$ cat src/rtl/ffe_map.svh
/*
  Register map and reset values of the forced check override block.
  Assumes an APB slave with 32-bit data, registers on aligned words.
*/
// How it works
// - bypass set means forced parity and check code go to flash in code or data mode; idle mode passes generated bits.
// - field meaning follows code or data flash program/erase mode.
// - bits 15..11 read as ones; software writes ones there.
// - code flash: bit 10 forced parity, bits 9..0 forced check code.
// - data flash: bits 10..7 read as ones, bits 6..0 check code.
// - forced check register is accessed with 16-bit accesses only.
// - bypass 1 disables parity generator and encoder, 0 enables both.
`ifndef FFE_MAP_SVH
`define FFE_MAP_SVH
`define FFE_TEST_MODE_OFS 12'h104
`define FFE_FORCED_OFS 12'h108
`define FFE_FORCED_RST 16'hFFFF
`define FFE_TEST_MODE_RST 16'h0030
`define FFE_TEST_MODE_WMASK 16'h0031
`define FFE_RSVD_ONES 16'hF800
`define FFE_DATA_RSVD_ONES 16'hFF80
`define FFE_BYPASS_BIT 0
`define FFE_PARITY_BIT 10
`endif

$ cat src/rtl/ffe_pkg.sv
/*
  Types of the forced check override block.
  Assumes nothing beyond the map header.
*/
package ffe_pkg;
  typedef enum logic [1:0] {
    FFE_MODE_IDLE = 2'h0,
    FFE_MODE_CODE = 2'h1,
    FFE_MODE_DATA = 2'h3
  } ffe_mode_t;
  typedef struct packed {
    logic parity;
    logic [9:0] check;
  } ffe_ecc_t;
endpackage

$ cat src/rtl/ffe_override.sv
/*
  Forced check value register with test mode bypass, selecting forced or
  generated parity and check bits for the flash write path.
  Assumes an APB master on core_clk and the encoder output on the same clock.
*/
`timescale 1ns/1ps
`include "ffe_map.svh"
module ffe_override
  import ffe_pkg::*;
(
  // clock and reset
  input wire logic core_clk,
  input wire logic sys_rst,
  // apb slave
  input wire logic psel,
  input wire logic penable,
  input wire logic pwrite,
  input wire logic [11:0] paddr,
  input wire logic [31:0] pwdata,
  input wire logic [3:0] pstrb,
  output logic [31:0] prdata,
  output logic pready,
  output logic pslverr,
  // flash write path
  input wire ffe_mode_t progMode,
  input wire ffe_ecc_t genEcc,
  output ffe_ecc_t flashEcc,
  output logic encoderBypass
);
  // -------------------------------------------------------------
  // register state
  // -------------------------------------------------------------
  logic [15:0] forcedReg, forcedNext;
  logic [15:0] testReg, testNext;
  logic [31:0] rdReg, rdNext;
  logic errReg, errNext;
  logic readyReg, readyNext;
  ffe_ecc_t outReg, outNext;
  logic bypReg, bypNext;
  logic setup, hit16, mapped, access;
  logic [15:0] rdForced;

  assign setup = psel && !penable;
  // halfword lanes only: writes need strobe 0011 on the low half; reads take any strobe
  assign hit16 = (pstrb == 4'h3) || !pwrite;
  assign mapped = (paddr == `FFE_FORCED_OFS) || (paddr == `FFE_TEST_MODE_OFS);
  // write lands at the access edge where pready is sampled high
  assign access = psel && penable && pwrite && readyReg && !errReg;

  // -------------------------------------------------------------
  // bus and register next values
  // -------------------------------------------------------------
  always_comb begin
    forcedNext = forcedReg;
    testNext = testReg;
    rdNext = rdReg;
    errNext = 1'b0;
    readyNext = 1'b0;
    rdForced = forcedReg | `FFE_RSVD_ONES;
    if (progMode == FFE_MODE_DATA) begin
      rdForced = forcedReg | `FFE_DATA_RSVD_ONES;
    end
    if (setup) begin
      readyNext = 1'b1;
      rdNext = 32'h0000_0000;
      if (!mapped || !hit16) begin
        errNext = 1'b1;
      end else if (pwrite) begin
        rdNext = 32'h0000_0000;
      end else if (paddr == `FFE_FORCED_OFS) begin
        rdNext = {16'h0000, rdForced};
      end else begin
        rdNext = {16'h0000, testReg};
      end
    end
    if (access) begin
      if (paddr == `FFE_FORCED_OFS) begin
        forcedNext = pwdata[15:0] | `FFE_RSVD_ONES;
      end else begin
        testNext = pwdata[15:0] & `FFE_TEST_MODE_WMASK;
      end
    end
  end

  // -------------------------------------------------------------
  // flash path selection
  // -------------------------------------------------------------
  always_comb begin
    bypNext = testNext[`FFE_BYPASS_BIT];
    outNext = genEcc;
    if (bypReg) begin
      if (progMode == FFE_MODE_CODE) begin
        outNext.parity = forcedReg[`FFE_PARITY_BIT];
        outNext.check = forcedReg[9:0];
      end else if (progMode == FFE_MODE_DATA) begin
        outNext.parity = 1'b1;
        outNext.check = {3'h7, forcedReg[6:0]};
      end
    end
  end

  always_ff @(posedge core_clk) begin
    if (sys_rst) begin
      forcedReg <= `FFE_FORCED_RST;
      testReg <= `FFE_TEST_MODE_RST;
      rdReg <= 32'h0000_0000;
      errReg <= 1'b0;
      readyReg <= 1'b0;
      outReg <= '0;
      bypReg <= 1'b0;
    end else begin
      forcedReg <= forcedNext;
      testReg <= testNext;
      rdReg <= rdNext;
      errReg <= errNext;
      readyReg <= readyNext;
      outReg <= outNext;
      bypReg <= bypNext;
    end
  end

  assign prdata = rdReg;
  assign pready = readyReg;
  assign pslverr = errReg;
  assign flashEcc = outReg;
  assign encoderBypass = bypReg;
endmodule

$ cat config.mk
export PLATFORM = sky130hd
export DESIGN_NAME = ffe_override
export DESIGN_NICKNAME = d
export VERILOG_FILES = /design/src/rtl/ffe_pkg.sv /design/src/rtl/ffe_override.sv
export VERILOG_INCLUDE_DIRS = /design/src /design/src/rtl
export SDC_FILE = /design/constraint.sdc
export NUM_CORES = 1
export LEC_CHECK = 0
export ABC_AREA = 1
export BUFFER_PORTS_ARGS = -buffer_cell sky130_fd_sc_hd__buf_2
export CORE_MARGIN = 8
export CORE_UTILIZATION = 30
export DETAILED_ROUTE_END_ITERATION = 16
export SETUP_SLACK_MARGIN = 0.4
export SYNTH_ARGS = -nofsm -noshare
export SYNTH_HDL_FRONTEND = slang
export SYNTH_SLANG_ARGS = --single-unit
$ cat constraint.sdc
create_clock -name core_clk -period 1.4 [get_ports core_clk]
set_clock_uncertainty 0.05 [all_clocks]
set_input_delay 0.07 -clock core_clk [delete_from_list [all_inputs] [get_ports core_clk]]
set_output_delay 0.07 -clock core_clk [all_outputs]
set_load 0.01 [all_outputs]
* Word-level counts from Yosys, hierarchy flattened
Index checks and enable logic that the tools add are counted.
** Word-level totals
- Register bits :: 59
- Output and inout port bits :: 46
- Logic and storage cells :: 40
** Operators by class
- Equal/unequal tests :: 5
- Mux-type cells :: 9
- Bitwise gates (word level) :: 2
- Reductions and logical operators :: 16
** Operators by type and width (count)
- $mux W16 :: 3
- $mux W11 :: 4
- $eq A12 B9 Y1 const B :: 2
- $logic_and A1 B1 Y1 :: 5
- $logic_not A1 Y1 :: 5
- $eq A4 B2 Y1 const B :: 1
- $reduce_and A2 Y1 :: 2
- $logic_or A1 B1 Y1 :: 3
- $eq A2 B1 Y1 const B :: 1
- $eq A2 B2 Y1 const B :: 1
- $mux W1 :: 2
- $not A1 Y1 :: 2
- $reduce_or A2 Y1 :: 1

* Longest topological paths before layout
Gate-level depths: netlist (run 1).
- Depth after elaboration :: 5
- Gate-level depth with buffers :: 8

* Least setup slack after synthesis (run 1)
No wires, ideal clock.
- Kind :: register to register
- Start :: register readyReg, in the netlist pready
- End :: register forcedReg[7]
- Arrival :: 1.049 ns
- Required time :: 1.206 ns
- Setup slack :: 0.157 ns
- Stages on the path, launching flop included :: 7
- Path buffers :: 1
- Cells stage by stage :: dfxtp_1 nand3_2 nor3_4 inv_2 nor2_8 buf_12 o211ai_1
** Between the ends
- Longest elaborated chain between the ends :: 3
** RTL lines
- start: declaration :: RTL line ffe_override.sv:37 : logic readyReg, readyNext;
- start signal: assignment :: RTL line ffe_override.sv:116 : readyReg <= readyNext;
- $logic_and A1 B1 Y1 (2 in a row) :: RTL line ffe_override.sv:48 : assign access = psel && penable && pwrite && readyReg && !errReg;
- $reduce_and A2 Y1 (no source line)
- end signal: assignment :: RTL line ffe_override.sv:104 : forcedReg <= `FFE_FORCED_RST;
- end signal: assignment :: RTL line ffe_override.sv:112 : forcedReg <= forcedNext;
- end: declaration :: RTL line ffe_override.sv:33 : logic [15:0] forcedReg, forcedNext;
No other way between the ends.
A chain may end at the register's enable or synchronous reset.

* Final worst setup path (run 1)
- Start :: register readyReg, in the netlist pready
- End :: register forcedReg[5]
Same word-level chain as after synthesis.

==> parameters.txt, run 1 <==
Parameter                              Value

Layout
  Cell area after layout ... approximately 2600 µm²
  Leading cell types in the layout, fill and taps excluded ... sky130_fd_sc_hd__buf_2, sky130_fd_sc_hd__nand2_1, sky130_fd_sc_hd__dfxtp_1, sky130_fd_sc_hd__inv_1, sky130_fd_sc_hd__nor2_1
  Post-Route Utilization ... 43.43%
  Commonest non-fill, non-tap cell in the layout ... sky130_fd_sc_hd__buf_2
  Total inserted antenna cells ... 0
  Nets ... 406
  Layout cells sized above 1 ... 38.12%
  Synthesis-to-layout area growth ... 40.56%

Power and ir drop
  Total power per unit cell area ... 833.5 nW/µm²
  Highest ir drop seen on vdd ... 0.0003979 V
  Reported leakage power ... 1.297 nW

Clocking
  Number of buffers created by CTS ... 5
  CTS clock-pin slew for the worst setup and hold paths ... 0.08 ns
  Root buffer selected by CTS ... sky130_fd_sc_hd__clkbuf_8
  Maximum clock insertion buffer count ... 2
  Number of clock sinks ... 39
  Clock latency at the later pin of the worst-skew pair ... 0.29 ns
  CTS tree ... built
  Number of levels in the clock H-tree ... 2

STA
  RSZ-0062 raised after global routing ... true
  Total Negative Setup Slacks ... 0 ns
  Fin crit share ... between 80 and 90%
  Hold Slack ... 0.01381 ns
  Number of pins with negative max-slew slack in the final report ... 0
  F_max ... 851.9 MHz
  Final Setup Violations ... 0
  Final critical delay including setup and external delays ... 1.174 ns
  Final hold vios ... 0

Placed design
  Number of buffers added on ports ... 74
  Placed wire-length estimate after detailed placement ... 3.772 mm
  Post-DP Area ... about 2200 µm²
  Last weighted congestion value of the routability-driven placer ... 0.7783

Detailed routing
  Final antenna-violating net count ... 0
  Detailed Route WL ... 5.120 mm
  Drt initial violations ... 81
  Number of detailed-routing iterations run before antenna repair ... 4
  Wire length per cell ... 12.31 µm
  Via density ... 4.207
  DR DRC count ... 0
  Via count ... 1750

Run status
  Run status ... completed

Setup path
  Data required time of the critical path ... between 1.5 and 2 ns
  Setup crit start kind ... flop
  Critical path class ... reg -> reg
  Crit-path max FO ... 5
  Capturing element type of the critical path ... flop
  Critical path arrival ... ~1.3 ns

Logic synthesis
  Sequential share of the synthesized area ... a little over two fifths
  Flip-flop and latch count after synthesis ... 39
  Area of the mapped netlist ... 1829 µm²
  Unique masters post-synth ... 25
  Synth warn ... 0
  Syn Area/Cell ... 7.559 µm²
  Cell count after synthesis ... 242

Floorplan
  Die Height ... 94.09 µm
  Cell row count ... 28
  IO Pins ... around 110
  Initial standard-cell utilization of the core ... between 30% and 40%
  Chip Width ... 94.09 µm
  Core outline area ... 5921 µm²
  Die Outline Area ... slightly below 9000 µm²

Global routing
  Gr ovfl total ... 0
  Initial antenna violation count ... 0
  Largest net degree at the start of global routing ... 22
  First-pass GRT wire length ... 8.300 mm
  Vias in the first global route ... 1812
  Overall routing resource usage ... roughly an eighth

Min path
  Type of the tightest min-delay check ... in -> reg

Job
  Max-Cap Viols ... 0
==> synth_stat cells <==
library cell,instances,share of area (%)
sky130_fd_sc_hd__nor2_8,1,1.1
sky130_fd_sc_hd__nor3_1,8,2.2
sky130_fd_sc_hd__a31oi_1,1,0.34
sky130_fd_sc_hd__nor2_1,26,5.3
sky130_fd_sc_hd__buf_4,20,8.2
sky130_fd_sc_hd__a21oi_1,15,4.1
sky130_fd_sc_hd__dfxtp_1,39,43
sky130_fd_sc_hd__inv_1,23,4.7
sky130_fd_sc_hd__buf_2,2,0.55
sky130_fd_sc_hd__nand3_1,16,4.4
sky130_fd_sc_hd__clkbuf_1,4,0.82
sky130_fd_sc_hd__nor2_2,1,0.34
sky130_fd_sc_hd__buf_12,1,1.1
sky130_fd_sc_hd__nor3_4,1,0.89
sky130_fd_sc_hd__nand3b_1,1,0.41
sky130_fd_sc_hd__nand2_1,48,9.8
sky130_fd_sc_hd__conb_1,1,0.21
sky130_fd_sc_hd__o21ai_0,9,2.5
sky130_fd_sc_hd__nand2_2,5,1.7
sky130_fd_sc_hd__nand3_4,1,0.96
sky130_fd_sc_hd__inv_2,5,1.0
sky130_fd_sc_hd__clkinv_1,1,0.21
sky130_fd_sc_hd__nand3_2,5,2.7
sky130_fd_sc_hd__nor2_4,2,1.2
sky130_fd_sc_hd__o211ai_1,6,2.5
==> state kept, by name, indices dropped and copies added, names as in the netlist <==
register and cells:
testReg 3, pslverr 1, pready 1, flashEcc 11
prdata 12, forcedReg 11
==> repair_timing <==
action | CTS | global route
pin swaps | 1 | 4
buffers inserted | 5 | 1
endpoints found under the hold margin | 18 | 1
gates resized for setup | 4 | 17
endpoints found under the setup margin | 25 | 29
gates cloned | 1 | 0
hold buffers | 16 | 1
==> path summary, 6_finish.rpt <==
path | startpoint | to | slack (ns) | depth (start not counted)
worst min-delay path | genEcc[10] | flashEcc[10] | 0.01 | 3
worst min register to register | prdata[9] | prdata[9] | 0.41 | 2
worst max register to register | pready | forcedReg[5] | 0.23 | 6
worst max-delay path | pready | forcedReg[5] | 0.23 | 6
==> routing by layer <==
| metal | wire (µm) | vias up | track usage (%) |
|---|---|---|---|
| li1 | - | 928 | - |
| met1 | 2138 | 753 | 12.68 |
| met2 | 2404 | 61 | 19.78 |
| met3 | 491 | 8 | 4.956 |
| met4 | 85 | 0 | 5.152 |
| met5 | 0 | - | 0 |
==> layout make-up <==
cell class                 instances  area (µm²)
timing repair buffer             102       639.4
clock buffer                       5       68.82
multi-input combinational        162       847.1
clock inverter                     3       15.01
timing repair inverter             1       7.507
fill                             637        3349
tap                               75       93.84
inverter                          29       112.6
sequential                        39       787.0
==> worst max-delay path: stages, from the launching register on <==
cell and delay [ns]:
sky130_fd_sc_hd__dfxtp_2 0.33, sky130_fd_sc_hd__nand3_2 0.09, sky130_fd_sc_hd__nor3_4 0.14, sky130_fd_sc_hd__inv_2 0.08, sky130_fd_sc_hd__nor2_8 0.13, sky130_fd_sc_hd__buf_4 0.15, sky130_fd_sc_hd__o211ai_1 0.07
==> where the power goes <==
part | leakage (nW) | switching (mW) | internal (mW) | total (mW)
registers | 0.320 | 0.00674 | 1.13 | 1.13
logic | 0.930 | 0.140 | 0.122 | 0.262
clock network | 0.0477 | 0.405 | 0.341 | 0.747
total | 1.30 | 0.552 | 1.59 | 2.14
==> logic make-up after synthesis <==
group | share of synthesized area (%)
AO/OA/AOI/OAI | 9.370
buffers and inverters | 16.62
flip-flops | 42.68
other | 0.2050
AND/OR/NAND/NOR | 31.12
==> through the flow <==
step	power [mW]	cells	worst slack, ns
after floorplan	1.300	257	0.2242
after global placement	1.372	384	0.1038
after detailed placement	1.376	384	0.07063
after CTS	2.153	414	0.1876
after global routing	2.250	416	0.1183
final	2.143	416	0.2261
No activity file was read; power rests on OpenSTA's default activity.
==> inputs of run 2 (changes only) <==
ABC_AREA = 0   (was 1)
clock period = 1 ns   (was 1.4 ns; I/O delays follow)
==> run 2 against run 1 <==
Against the previous run:
- the run now ends with negative hold slack, negative setup slack left
- synthesized cell count decreased by 20%
- core utilization increased by 7.9 points
- sequential cell count unchanged
- sequential share of layout area decreased by 1.8 points
- global-route usage about the same
- hold slack got worse by 0.060 ns
- critical path depth decreased by 2
- setup slack got worse by 0.38 ns
- die area decreased by 6.0%
- area after synthesis decreased by 7.2%
- first-iteration DRC count decreased by 54%
==> parameters.txt, run 2 <==
Parameter                              Value

Detailed routing
  Wire length per cell ... 14.35 µm
  DR DRC count ... 0
  Detailed Route WL ... 5.165 mm
  Drt initial violations ... 37
  Number of detailed-routing iterations run before antenna repair ... 4
  Via count ... 1621
  Via density ... 4.503
  Final antenna-violating net count ... 0

Logic synthesis
  Syn Area/Cell ... just under 9 µm²
  EDFF count, synth ... 0
  Synth area leaders ... sky130_fd_sc_hd__dfxtp_1, sky130_fd_sc_hd__mux2i_1, sky130_fd_sc_hd__buf_4
  Most common cell in the netlist ... sky130_fd_sc_hd__dfxtp_1
  Portion of synthesized cell area occupied by the leading cell type ... 45.98%
  Dominant register cell in the synthesized netlist ... sky130_fd_sc_hd__dfxtp_1
  Unique masters post-synth ... 28
  Fraction of registers with async set or reset after synthesis ... 0%
  Cell count after synthesis ... 194
  Sequential share of the synthesized area ... between 40% and 50%
  Area of the mapped netlist ... 1698 µm²
  Synth warn ... 0
  Cell accounting for the most synthesized area ... sky130_fd_sc_hd__dfxtp_1
  Flip-flop and latch count after synthesis ... 39
  Most instantiated cells after synthesis ... sky130_fd_sc_hd__dfxtp_1, sky130_fd_sc_hd__nor2_1, sky130_fd_sc_hd__nand2_1

Floorplan
  Die Outline Area ... between 8000 and 9000 µm²
  Cell row count ... 27
  Core outline area ... ~5500 µm²
  Chip Width ... 91.23 µm
  Die Height ... 91.23 µm
  Initial standard-cell utilization of the core ... 31.02%
  IO Pins ... about 110

Setup path
  Crit-path max FO ... 2
  Capturing element type of the critical path ... output pin
  Setup crit start kind ... flop
  Slack of the worst reg-to-reg path ... -0.15 ns
  Data required time of the critical path ... 0.90 ns
  Critical path arrival ... approximately 1.1 ns
  Critical path class ... reg -> out
  Last element of the critical path ... pready
  Reg2reg start ... pready
  Reg2Reg Depth ... 5
  Beginning of the critical path ... pready
  Capture instance of the worst register-to-register path ... testReg[4]

STA
  Fin crit share ... 115.0%
  RSZ-0062 raised after global routing ... true
  Final hold vios ... 20
  Worst Max-Slew Pin Slew ... 0.5341 ns
  Headroom to the max-slew limit ... 64.23%
  Final critical delay including setup and external delays ... 1.150 ns
  Hold Slack ... -0.04642 ns
  Final Setup Violations ... 20
  F_max ... between 800 and 900 MHz
  Final worst slack ... -0.1498 ns
  Number of pins with negative max-slew slack in the final report ... 0

Placed design
  Placed wire-length estimate after detailed placement ... around 3.7 mm
  Number of buffers added on ports ... 74
  Last weighted congestion value of the routability-driven placer ... 0.7536

Power and ir drop
  Highest ir drop seen on vdd ... about 0.00055 V
  Total power consumption of the routed design ... 3.335 mW
  Total power per unit cell area ... ~1200 nW/µm²
  Reported leakage power ... 1.195 nW

Clocking
  CTS clock-pin slew for the worst setup and hold paths ... ~0.080 ns
  Number of clock sinks ... 39
  Root buffer selected by CTS ... sky130_fd_sc_hd__clkbuf_8
  Clock latency at the later pin of the worst-skew pair ... 0.29 ns
  Number of levels in the clock H-tree ... 2
  Maximum clock insertion buffer count ... 2
  CTS tree ... built
  Number of buffers created by CTS ... 5

Run status
  Violations in the final reports ... negative hold slack, negative setup slack
  Run status ... finished, violations left

Layout
  Total inserted antenna cells ... 0
  Leading cell types in the layout, fill and taps excluded ... sky130_fd_sc_hd__buf_2, sky130_fd_sc_hd__buf_6, sky130_fd_sc_hd__nor2_1, sky130_fd_sc_hd__dfxtp_1
  Synthesis-to-layout area growth ... 65.44%
  Post-Route Utilization ... 51.33%
  Max FFs per register ... 12
  Layout cells sized above 1 ... 61.11%
  Nets ... ~350
  Commonest non-fill, non-tap cell in the layout ... sky130_fd_sc_hd__buf_2

Min path
  Type of the tightest min-delay check ... in -> reg

Global routing
  First-pass GRT wire length ... 8.073 mm
  Largest net degree at the start of global routing ... 32
  Vias in the first global route ... 1730
  Overall routing resource usage ... a little under an eighth
  Gr ovfl total ... 0
  Initial antenna violation count ... 0

Job
  Max-Cap Viols ... 0
run 2: cell count changes in the layout (fill, tap and decap cells not counted), moves of 16 or more:
cell                            before  now
sky130_fd_sc_hd__buf_2              74   47
sky130_fd_sc_hd__buf_6               1   35
sky130_fd_sc_hd__dfxtp_1            36   20
sky130_fd_sc_hd__dlygate4sd3_1      17    0
sky130_fd_sc_hd__inv_1              22    0
sky130_fd_sc_hd__mux2i_1             0   17
sky130_fd_sc_hd__nand2_1            46   10
sky130_fd_sc_hd__nand3_1            16    0
run 2: worst max-delay path: stages, from the launching register on:
cell                      delay, ns
sky130_fd_sc_hd__dfxtp_2       0.33
sky130_fd_sc_hd__buf_4         0.12
sky130_fd_sc_hd__buf_6         0.10
sky130_fd_sc_hd__buf_6         0.10
sky130_fd_sc_hd__buf_6         0.11
run 2: stage by stage:
stage                     setup TNS [ns]  instance area, µm²  std cells  setup slack (ns)  hold slack (ns)
after global routing              -2.987                2809        360           -0.2279         -0.04774
after floorplan                   -3.419                1800        209           -0.2614           0.1397
final                             -1.911                2809        360           -0.1498         -0.04642
after CTS                         -1.458                2619        357           -0.1346         -0.05881
after global placement            -7.727                2148        342           -0.3409           0.2534
after detailed placement          -8.360                2148        342           -0.3923           0.2526
run 2: repair_timing:
action / CTS / global route
setup buffers: 5 / 3
gates cloned: 2 / 0
gates resized for setup: 80 / 38
hold endpoints to repair: 23 / 13
pin swaps: 22 / 16
endpoints found under the setup margin: 68 / 68
run 2: metal layers:
| metal | GRT usage [%] | vias up | routed length (µm) |
|---|---|---|---|
| li1 | - | 807 | - |
| met4 | 3.274 | 0 | 39 |
| met1 | 12.29 | 749 | 1995 |
| met3 | 4.362 | 4 | 375 |
| met2 | 21.58 | 61 | 2754 |
| met5 | 0 | - | 0 |
run 2: how the worst min path moves through the flow:
stage / start / to / slack [ns] / cells past startpoint
final: genEcc[1] / flashEcc[1] / -0.05 / 3
after global routing: genEcc[5] / flashEcc[5] / -0.05 / 3
after CTS: genEcc[2] / flashEcc[2] / -0.06 / 3
after detailed placement: genEcc[2] / flashEcc[2] / 0.25 / 3
after global placement: genEcc[0] / flashEcc[0] / 0.25 / 3
after floorplan: genEcc[0] / flashEcc[0] / 0.14 / 2
run 2: power by group:
group	internal (mW)	switching (mW)
Combinational	0.197	0.210
Sequential	1.58	0.0105
Clock	0.807	0.534
Total	2.58	0.755
run 2: layout make-up:
class | count | area (µm²)
Multi-Input combinational cell | 142 | 1020
Clock buffer | 6 | 82.58
Clock inverter | 2 | 35.03
Fill cell | 514 | 2664
Sequential cell | 39 | 809.5
Timing Repair Buffer | 99 | 772.0
Tap cell | 72 | 90.09
run 2: cell families (layout without fill, tap and decap cells):
group	Yosys count	count (layout)	share of synthesized area, %
xor+xnor	1	1	0.5159
mux	17	17	10.02
other cells	1	16	0.2209
simple gates	80	82	21.96
compound gates	26	26	9.138
buf+inv	30	107	12.16
flops	39	39	45.98
